`config.mk`:
```
export PLATFORM = sky130hd
export DESIGN_NAME = bsc_boot_strap_config_latch
export DESIGN_NICKNAME = d
export VERILOG_FILES = /design/src/rtl/bsc_pkg.sv /design/src/rtl/bsc_strap_sampler.sv /design/src/rtl/bsc_boot_strap_config_latch.sv
export SDC_FILE = /design/constraint.sdc
export NUM_CORES = 1
export LEC_CHECK = 0
export BUFFER_PORTS_ARGS = -buffer_cell sky130_fd_sc_hd__clkbuf_2
export CAP_MARGIN = 5
export CORE_ASPECT_RATIO = 0.8
export CORE_MARGIN = 2
export CORE_UTILIZATION = 45
export CTS_BUF_LIST = sky130_fd_sc_hd__clkbuf_8 sky130_fd_sc_hd__clkbuf_16
export DETAILED_ROUTE_END_ITERATION = 12
export MAX_ROUTING_LAYER = met4
export PLACE_DENSITY = 0.75
export REMOVE_ABC_BUFFERS = 1
export SYNTH_ARGS = -nofsm -noshare
export SYNTH_HDL_FRONTEND = slang
export SYNTH_SLANG_ARGS = --single-unit
```
`constraint.sdc`:
```
create_clock -name clk_i -period 3.1 [get_ports clk_i]
set_clock_uncertainty 0.05 [all_clocks]
set_input_delay 0.155 -clock clk_i [delete_from_list [all_inputs] [get_ports clk_i]]
set_output_delay 0.155 -clock clk_i [all_outputs]
set_load 0.005 [all_outputs]
```
`src/rtl/bsc_pkg.sv`:
```
// Constants for the boot strap configuration latch.
// Assumes a 10 MHz device clock and a 32-bit Avalon-MM register port.
package bsc_pkg;

  // ----------------------------------------------------------------------
  // Clock and serial timing
  // ----------------------------------------------------------------------
  localparam int CLK_NS      = 100;
  localparam int BIT_NS      = 8700;
  localparam int BIT_CYC     = (BIT_NS / CLK_NS) < 1 ? 1 : (BIT_NS / CLK_NS);
  localparam int BOOT_FRAMES = 4;

  localparam logic [7:0] BOOT_MSG_BYTE = 8'h55;

  // ----------------------------------------------------------------------
  // Strap vector layout
  // ----------------------------------------------------------------------
  localparam int STRAP_W        = 5;
  localparam int STRAP_BOOT_LSB = 0;
  localparam int STRAP_BOOT_MSB = 1;
  localparam int STRAP_PRINT    = 2;
  localparam int STRAP_EDGE_LO  = 3;
  localparam int STRAP_VSEL     = 4;

  // Internal defaults: boot 10, print 1, edge field 11, voltage 1
  localparam logic [STRAP_W-1:0] STRAP_DEFAULT = 5'h1E;

  localparam logic [1:0] BOOT_DOWNLOAD = 2'h0;
  localparam logic [1:0] BOOT_RESERVED = 2'h1;

  // ----------------------------------------------------------------------
  // Register map, byte addresses
  // ----------------------------------------------------------------------
  localparam int         ADDR_W      = 4;
  localparam logic [3:0] REG_STATUS  = 4'h0;
  localparam logic [3:0] REG_CONTROL = 4'h4;
  localparam logic [3:0] REG_STRAPS  = 4'h8;

  localparam int CTRL_REPRINT = 0;
  localparam int CTRL_MUTE    = 1;

  localparam int ST_BOOT_LSB   = 0;
  localparam int ST_RESERVED   = 2;
  localparam int ST_VSEL       = 3;
  localparam int ST_PRINT      = 4;
  localparam int ST_IN_RISING  = 5;
  localparam int ST_OUT_RISING = 6;
  localparam int ST_CAPTURED   = 7;
  localparam int ST_TX_BUSY    = 8;

  typedef enum {TX_IDLE, TX_START, TX_DATA, TX_STOP} bsc_tx_state_t;

endpackage

```
`src/rtl/bsc_strap_sampler.sv`:
```
// Strap sampler: merges fitted straps with internal defaults, latches once.
// Assumes strap inputs synchronous to clk_i and stable through start-up.
`timescale 1ns/1ns
`default_nettype none
module bsc_strap_sampler #(
  parameter int W = bsc_pkg::STRAP_W
) (
  input  wire logic         clk_i,
  input  wire logic         rst_i,
  input  wire logic [W-1:0] strap_pins_i,
  input  wire logic [W-1:0] strap_fitted_i,
  output logic      [W-1:0] straps_o,
  output logic              captured_o
);

  logic [W-1:0] next_straps;
  logic         next_captured;
  logic [W-1:0] merged;

  // ----------------------------------------------------------------------
  // Capture
  // ----------------------------------------------------------------------
  always_comb begin
    merged        = (strap_pins_i & strap_fitted_i)
                  | (bsc_pkg::STRAP_DEFAULT[W-1:0] & ~strap_fitted_i);
    next_straps   = straps_o;
    next_captured = captured_o;
    if (!captured_o) begin
      next_straps   = merged;
      next_captured = 1'b1;
    end
  end

  // Reset takes constants only; the pins are caught on the first edge after
  always_ff @(posedge clk_i or posedge rst_i) begin
    if (rst_i) begin
      straps_o   <= '0;
      captured_o <= 1'b0;
    end else begin
      straps_o   <= next_straps;
      captured_o <= next_captured;
    end
  end
endmodule
`default_nettype wire

```
`src/rtl/bsc_boot_strap_config_latch.sv`:
```
// Boot strap configuration latch: decode, boot debug print, register port.
// Assumes straps held by board resistors through start-up; Avalon-MM master.
//
// Functional notes
// - Boot field 00 download, 01 reserved, 10 or 11 flash boot.
// - Voltage strap 0 selects 3.3V supply, 1 selects 1.8V; board straps 1.8V.
// - Print strap 0 keeps serial transmit silent, 1 sends boot debug text.
// - Edge field {print, edge_lo}: upper bit input edge, lower bit output edge.
// - Unfitted straps take defaults: boot 10, print 1, edges 11, voltage 1.
// - Hardware reset restarts the block and triggers a new capture.
`timescale 1ns/1ns
`default_nettype none
module bsc_boot_strap_config_latch #(
  parameter int BIT_CYC = bsc_pkg::BIT_CYC,
  parameter int FRAMES  = bsc_pkg::BOOT_FRAMES
) (
  input  wire logic                       clk_i,
  input  wire logic                       rst_i,
  input  wire logic [bsc_pkg::STRAP_W-1:0] strap_pins_i,
  input  wire logic [bsc_pkg::STRAP_W-1:0] strap_fitted_i,
  input  wire logic [bsc_pkg::ADDR_W-1:0]  avs_address_i,
  input  wire logic                       avs_read_i,
  input  wire logic                       avs_write_i,
  input  wire logic [31:0]                avs_writedata_i,
  input  wire logic [3:0]                 avs_byteenable_i,
  output logic      [31:0]                avs_readdata_o,
  output logic                            avs_waitrequest_o,
  output logic                            config_valid_o,
  output logic                            boot_download_o,
  output logic                            boot_flash_o,
  output logic                            boot_reserved_o,
  output logic                            flash_vsel_1v8_o,
  output logic                            sdio_in_rising_o,
  output logic                            sdio_out_rising_o,
  output logic                            primary_serial_port_tx_o
);

  // ----------------------------------------------------------------------
  // Strap capture
  // ----------------------------------------------------------------------
  logic [bsc_pkg::STRAP_W-1:0] straps;
  logic                        captured;
  logic                        captured_d;

  bsc_strap_sampler #(
    .W (bsc_pkg::STRAP_W)
  ) u_sampler (
    .clk_i          (clk_i),
    .rst_i          (rst_i),
    .strap_pins_i   (strap_pins_i),
    .strap_fitted_i (strap_fitted_i),
    .straps_o       (straps),
    .captured_o     (captured)
  );

  // ----------------------------------------------------------------------
  // Decode
  // ----------------------------------------------------------------------
  logic [1:0] boot_field;
  logic       next_download;
  logic       next_flash;
  logic       next_reserved;
  logic       next_vsel;
  logic       next_in_rising;
  logic       next_out_rising;

  assign boot_field = straps[bsc_pkg::STRAP_BOOT_MSB:bsc_pkg::STRAP_BOOT_LSB];

  always_comb begin
    next_download   = captured && (boot_field == bsc_pkg::BOOT_DOWNLOAD);
    next_reserved   = captured && (boot_field == bsc_pkg::BOOT_RESERVED);
    next_flash      = captured && boot_field[1];
    next_vsel       = captured ? straps[bsc_pkg::STRAP_VSEL] : 1'b1;
    next_in_rising  = straps[bsc_pkg::STRAP_PRINT];
    next_out_rising = straps[bsc_pkg::STRAP_EDGE_LO];
  end

  // Voltage select sits at 1.8V until capture: the safe supply level
  always_ff @(posedge clk_i or posedge rst_i) begin
    if (rst_i) begin
      config_valid_o    <= 1'b0;
      boot_download_o   <= 1'b0;
      boot_flash_o      <= 1'b0;
      boot_reserved_o   <= 1'b0;
      flash_vsel_1v8_o  <= 1'b1;
      sdio_in_rising_o  <= 1'b0;
      sdio_out_rising_o <= 1'b0;
      captured_d        <= 1'b0;
    end else begin
      config_valid_o    <= captured;
      boot_download_o   <= next_download;
      boot_flash_o      <= next_flash;
      boot_reserved_o   <= next_reserved;
      flash_vsel_1v8_o  <= next_vsel;
      sdio_in_rising_o  <= next_in_rising;
      sdio_out_rising_o <= next_out_rising;
      captured_d        <= captured;
    end
  end

  // ----------------------------------------------------------------------
  // Register port
  // ----------------------------------------------------------------------
  logic        ack;
  logic        next_ack;
  logic        req;
  logic        ctrl_mute;
  logic        next_mute;
  logic        reprint;
  logic [31:0] next_rdata;
  logic        tx_busy;

  assign req               = avs_read_i || avs_write_i;
  assign avs_waitrequest_o = req && !ack;

  always_comb begin
    next_ack   = req && !ack;
    next_mute  = ctrl_mute;
    reprint    = 1'b0;
    next_rdata = avs_readdata_o;
    if (req && ack && avs_write_i && avs_address_i == bsc_pkg::REG_CONTROL
        && avs_byteenable_i[0]) begin
      next_mute = avs_writedata_i[bsc_pkg::CTRL_MUTE];
      reprint   = avs_writedata_i[bsc_pkg::CTRL_REPRINT];
    end
    if (avs_read_i && !ack) begin
      next_rdata = 32'h0000_0000;
      unique case (avs_address_i)
        bsc_pkg::REG_STATUS: begin
          next_rdata[bsc_pkg::ST_BOOT_LSB +: 2] = boot_field;
          next_rdata[bsc_pkg::ST_RESERVED]      = boot_reserved_o;
          next_rdata[bsc_pkg::ST_VSEL]          = flash_vsel_1v8_o;
          next_rdata[bsc_pkg::ST_PRINT]         = straps[bsc_pkg::STRAP_PRINT];
          next_rdata[bsc_pkg::ST_IN_RISING]     = sdio_in_rising_o;
          next_rdata[bsc_pkg::ST_OUT_RISING]    = sdio_out_rising_o;
          next_rdata[bsc_pkg::ST_CAPTURED]      = captured;
          next_rdata[bsc_pkg::ST_TX_BUSY]       = tx_busy;
        end
        bsc_pkg::REG_CONTROL: begin
          next_rdata[bsc_pkg::CTRL_MUTE] = ctrl_mute;
        end
        bsc_pkg::REG_STRAPS: begin
          next_rdata[bsc_pkg::STRAP_W-1:0] = straps;
        end
        default: begin
          next_rdata = 32'h0000_0000;
        end
      endcase
    end
  end

  always_ff @(posedge clk_i or posedge rst_i) begin
    if (rst_i) begin
      ack            <= 1'b0;
      ctrl_mute      <= 1'b0;
      avs_readdata_o <= 32'h0000_0000;
    end else begin
      ack            <= next_ack;
      ctrl_mute      <= next_mute;
      avs_readdata_o <= next_rdata;
    end
  end

  // ----------------------------------------------------------------------
  // Boot debug transmitter
  // ----------------------------------------------------------------------
  // Fixed text only; software cannot supply characters before it runs
  bsc_pkg::bsc_tx_state_t state;
  bsc_pkg::bsc_tx_state_t next_state;
  logic [15:0] baud_cnt;
  logic [15:0] next_baud_cnt;
  logic [2:0]  bit_cnt;
  logic [2:0]  next_bit_cnt;
  logic [7:0]  frame_cnt;
  logic [7:0]  next_frame_cnt;
  logic [7:0]  shreg;
  logic [7:0]  next_shreg;
  logic        next_tx;
  logic        start;
  logic        baud_tick;

  assign start     = straps[bsc_pkg::STRAP_PRINT] && !ctrl_mute
                   && ((captured && !captured_d) || reprint);
  assign baud_tick = (baud_cnt == 16'(BIT_CYC - 1));
  assign tx_busy   = (state != bsc_pkg::TX_IDLE);

  always_comb begin
    next_state     = state;
    next_baud_cnt  = baud_tick ? 16'h0000 : baud_cnt + 16'h0001;
    next_bit_cnt   = bit_cnt;
    next_frame_cnt = frame_cnt;
    next_shreg     = shreg;
    next_tx        = primary_serial_port_tx_o;
    unique case (state)
      bsc_pkg::TX_IDLE: begin
        next_baud_cnt = 16'h0000;
        next_tx       = 1'b1;
        if (start) begin
          next_state     = bsc_pkg::TX_START;
          next_frame_cnt = 8'(FRAMES - 1);
          next_shreg     = bsc_pkg::BOOT_MSG_BYTE;
          next_tx        = 1'b0;
        end
      end
      bsc_pkg::TX_START: begin
        if (baud_tick) begin
          next_state   = bsc_pkg::TX_DATA;
          next_bit_cnt = 3'h0;
          next_tx      = shreg[0];
          next_shreg   = {1'b0, shreg[7:1]};
        end
      end
      bsc_pkg::TX_DATA: begin
        if (baud_tick) begin
          if (bit_cnt == 3'h7) begin
            next_state = bsc_pkg::TX_STOP;
            next_tx    = 1'b1;
          end else begin
            next_bit_cnt = bit_cnt + 3'h1;
            next_tx      = shreg[0];
            next_shreg   = {1'b0, shreg[7:1]};
          end
        end
      end
      bsc_pkg::TX_STOP: begin
        if (baud_tick) begin
          if (frame_cnt == 8'h00) begin
            next_state = bsc_pkg::TX_IDLE;
          end else begin
            next_state     = bsc_pkg::TX_START;
            next_frame_cnt = frame_cnt - 8'h01;
            next_shreg     = bsc_pkg::BOOT_MSG_BYTE;
            next_tx        = 1'b0;
          end
        end
      end
    endcase
  end

  always_ff @(posedge clk_i or posedge rst_i) begin
    if (rst_i) begin
      state                    <= bsc_pkg::TX_IDLE;
      baud_cnt                 <= 16'h0000;
      bit_cnt                  <= 3'h0;
      frame_cnt                <= 8'h00;
      shreg                    <= 8'h00;
      primary_serial_port_tx_o <= 1'b1;
    end else begin
      state                    <= next_state;
      baud_cnt                 <= next_baud_cnt;
      bit_cnt                  <= next_bit_cnt;
      frame_cnt                <= next_frame_cnt;
      shreg                    <= next_shreg;
      primary_serial_port_tx_o <= next_tx;
    end
  end
endmodule
`default_nettype wire

```
==> impl_results.md <==
- Fraction of the mapped netlist area in adder cells: 3.94%
- Area used by multi-input combinational logic: 0.00146 mm2
- Setup Crit Path Kind: reg -> reg
- Number of synthesis warnings: 0
- Unique masters post-synth: 58
- Placer's final routability congestion estimate: around 0.85
- Drt first pass iters: 4
- Die Footprint: slightly below 0.008 mm2
- Number of setup violations in the final report: 0
- H-Tree Level Count: 3
- Chip width: 97.9 um
- Residual antenna-violating net count after detailed routing: 0
- Endpoint type of the worst setup path: flip-flop
- Clk sink count: 61
- Max-cap violation count: 0
- Area growth from synthesis to layout: 15.8%
- Minimum clock period: 2.62 ns
- Floorplan core area: 0.00686 mm2
- Pins over their slew limit: 0
- Number of instances on the worst hold path: 3
- Mux contribution to synthesized area: under 10%
- TritonCTS clock tree: built
- First-pass GRT wire length: 11.2 mm
- Util after Layout: 53.6%
- Drt drc: 0
- Highest Clock Rate: between 300 and 400 MHz
- Number of cell instances on the worst register-to-register path: 7
- Number of buffers created by CTS: 9
- Unrepaired setup endpoints after global routing: no
- Slew @ Worst Pin: 0.574 ns
- Via count of the first global-routing pass: 2437
- Crit path required time: 3.28 ns
- Arrival time reported for the critical path endpoint: 2.80 ns
- Total standard cell area after synthesis: around 0.0032 mm2
- Combinational family with the most area after synthesis: simple AND/OR/NAND/NOR gates
- Worst hold path class: in -> reg
- Detailed-placement wirelength estimate: 4.38 mm
- Post-synthesis register bit count: 61
- Flip-flop and latch area: between 0.0015 and 0.002 mm2
- Post-placement setup slack: 0.493 ns
- Ports: 95
- Final period util: 84.4%
- Wire length per cell after detailed routing: between 10 and 15 um
- Fill count: 590
- Post-synth EDFFs: 0
- Leak Pwr: 0.00179 uW
- Final Worst Setup Slack: 0.484 ns
- Worst supply voltage drop on vdd: 411 uV
- Diodes inserted: 0
- Initial antenna violation count: 0
- Xor and xnor area share after synthesis: 3.86%
- Largest net degree at the start of global routing: 30
- Post-synthesis simple-gate area fraction: roughly 20%
- Maximum clock insertion buffer count: 2
- Share of the synthesized area in compound gates (AO/OA/AOI/OAI): between 10% and 20%
- # port buffers: 38
- Starting density of the core: 46.3%
- Run status: finished, final reports clean
- Latest clock arrival within the worst-skew pair: 0.35 ns
- Number of vias after detailed routing: 2334
- Clk slew on worst S/H paths: 0.07 ns
- Resize count post-CTS: 0
- Max Fanout on Critical Path: 7
- Total routing resource utilization after global routing: 18.4%
- Standard-cell row count: 27
- Total negative slack for setup checks: 0 ns
- Power density over cell area: 719 mW/mm2
- Overflow left after global routing: 0
- WL final: about 6.4 mm
- Routed via count divided by cell count: 5.18
- Crit path launch type: flip-flop
- Share of post-route cells with drive strength above 1: between 20 and 25%
- Total Nets Final: 423
- Starting DRT DRC Count: between 100 and 150
- Proportion of synthesized chip area in sequential cells: 48.2%
- Prevailing post-synth register cell: sky130_fd_sc_hd__dfrtp_1
- Die boundary height: 79.1 um
- Clock Root Buffer: sky130_fd_sc_hd__clkbuf_8
- Synthesized netlist cell count: 308
- Post-Syn Area per Cell: between 10 and 15 um2
- Count of final hold-check violations: 0
- Worst slew margin relative to its limit: 60.7%
- Fraction of synthesis flops using an asynchronous set or reset pin: 100%
[power breakdown]
part           internal (uW)  leakage [uW]  total (uW)  switching (uW)
clock                    454      0.000102         792             338
combinational            368      0.000911         828             459
sequential               918      0.000773        1020             104
[cell type report]
class                           count  share of cell area [%]
Clock buffer                        9                    3.37
Clock inverter                      7                    2.72
Inverter                           12                    1.23
Multi-Input combinational cell    224                    39.8
Sequential cell                    61                    41.6
Tap cell                           87                    2.96
Timing Repair Buffer               51                    8.30
[kinds of logic (layout without fill, tap and decap cells)]
group                      Yosys count  count (layout)
adders and majority gates           10              10
muxes                               14              14
other                                2              24
buffers and inverters               45              79
AOI/OAI and AO/OA                   47              47
DFF                                 61              61
xor gates and xnor gates            14              14
and+or+nand+nor                    115             115
[placed cells by master (no fill, tap or decap), drive strengths merged, types with 5 or more instances in the layout]
cell type    count
dfrtp           59
clkbuf          47
nor2            30
nand2           27
conb            24
o21ai           12
inv             12
xor2            11
ha              10
nor2b            7
and3             7
o41ai            7
mux2i            7
dlygate4sd3      7
mux2             7
a21oi            6
buf              6
o31ai            5
nand3            5
nor3             5
[metal layers]
metal / track usage [%] / vias up / part of all wire (%)
met5: - / - / 0
met4: 7.64 / 0 / 2.1
met3: 4.93 / 14 / 3.9
met2: 28.9 / 59 / 47
met1: 22.7 / 1132 / 47
li1: - / 1129 / -
[path summary, 6_finish.rpt]
kind	endpoint	from	slack, ns
worst min-delay path	u_sampler.straps_o[0]	strap_pins_i[0]	0.007
worst max register to register	shreg[0]	baud_cnt[0]	0.48
min in group asynchronous	ack	rst_i	0.36
max in group asynchronous	flash_vsel_1v8_o	rst_i	1.94
worst max-delay path	shreg[0]	baud_cnt[0]	0.48
worst min register to register	sdio_out_rising_o	u_sampler.straps_o[3]	0.40
[critical path, stage by stage, from the launching register on]
cell and delay [ns]:
sky130_fd_sc_hd__dfrtp_1 0.45, sky130_fd_sc_hd__inv_1 0.09, sky130_fd_sc_hd__ha_1 0.18, sky130_fd_sc_hd__or3b_2 0.48, sky130_fd_sc_hd__nor4_4 0.32, sky130_fd_sc_hd__nor2_2 0.12, sky130_fd_sc_hd__a2111o_1 0.47, sky130_fd_sc_hd__mux2_4 0.35
[synth_stat cells, types with 8 or more instances]
cell type,n,share of area [%]
sky130_fd_sc_hd__buf_4,23,5.4
sky130_fd_sc_hd__clkbuf_1,8,0.95
sky130_fd_sc_hd__dfrtp_1,59,47
sky130_fd_sc_hd__ha_1,10,3.9
sky130_fd_sc_hd__inv_1,12,1.4
sky130_fd_sc_hd__nand2_1,27,3.2
sky130_fd_sc_hd__nor2_1,29,3.4
sky130_fd_sc_hd__o21ai_0,12,1.9
sky130_fd_sc_hd__xor2_1,11,3.0
[per-stage QoR]
stage / area (um2) / power [uW] / hold WS, ns / instances
after floorplan: 3040 / 1630 / 0.190 / 297
after global placement: 3380 / 1810 / 0.188 / 428
after detailed placement: 3380 / 1850 / 0.194 / 428
after CTS: 3680 / 2650 / 0.00365 / 451
after global routing: 3680 / 2820 / 0.0362 / 451
final: 3680 / 2640 / 0.00700 / 451
[flip-flops by register name, summed over array words and instances, names as in the netlist, 2 cells and up]
name / cells
frame_cnt: 8
state: 2
bit_cnt: 3
shreg: 7
avs_readdata_o: 9
u_sampler.straps_o: 5
baud_cnt: 16
[repair_timing]
action                                 in CTS  in global routing
endpoints found under the hold margin      32                  0
setup buffers                               0                  0
hold buffers                                7                  0
(Power assumes the default switching activity.)
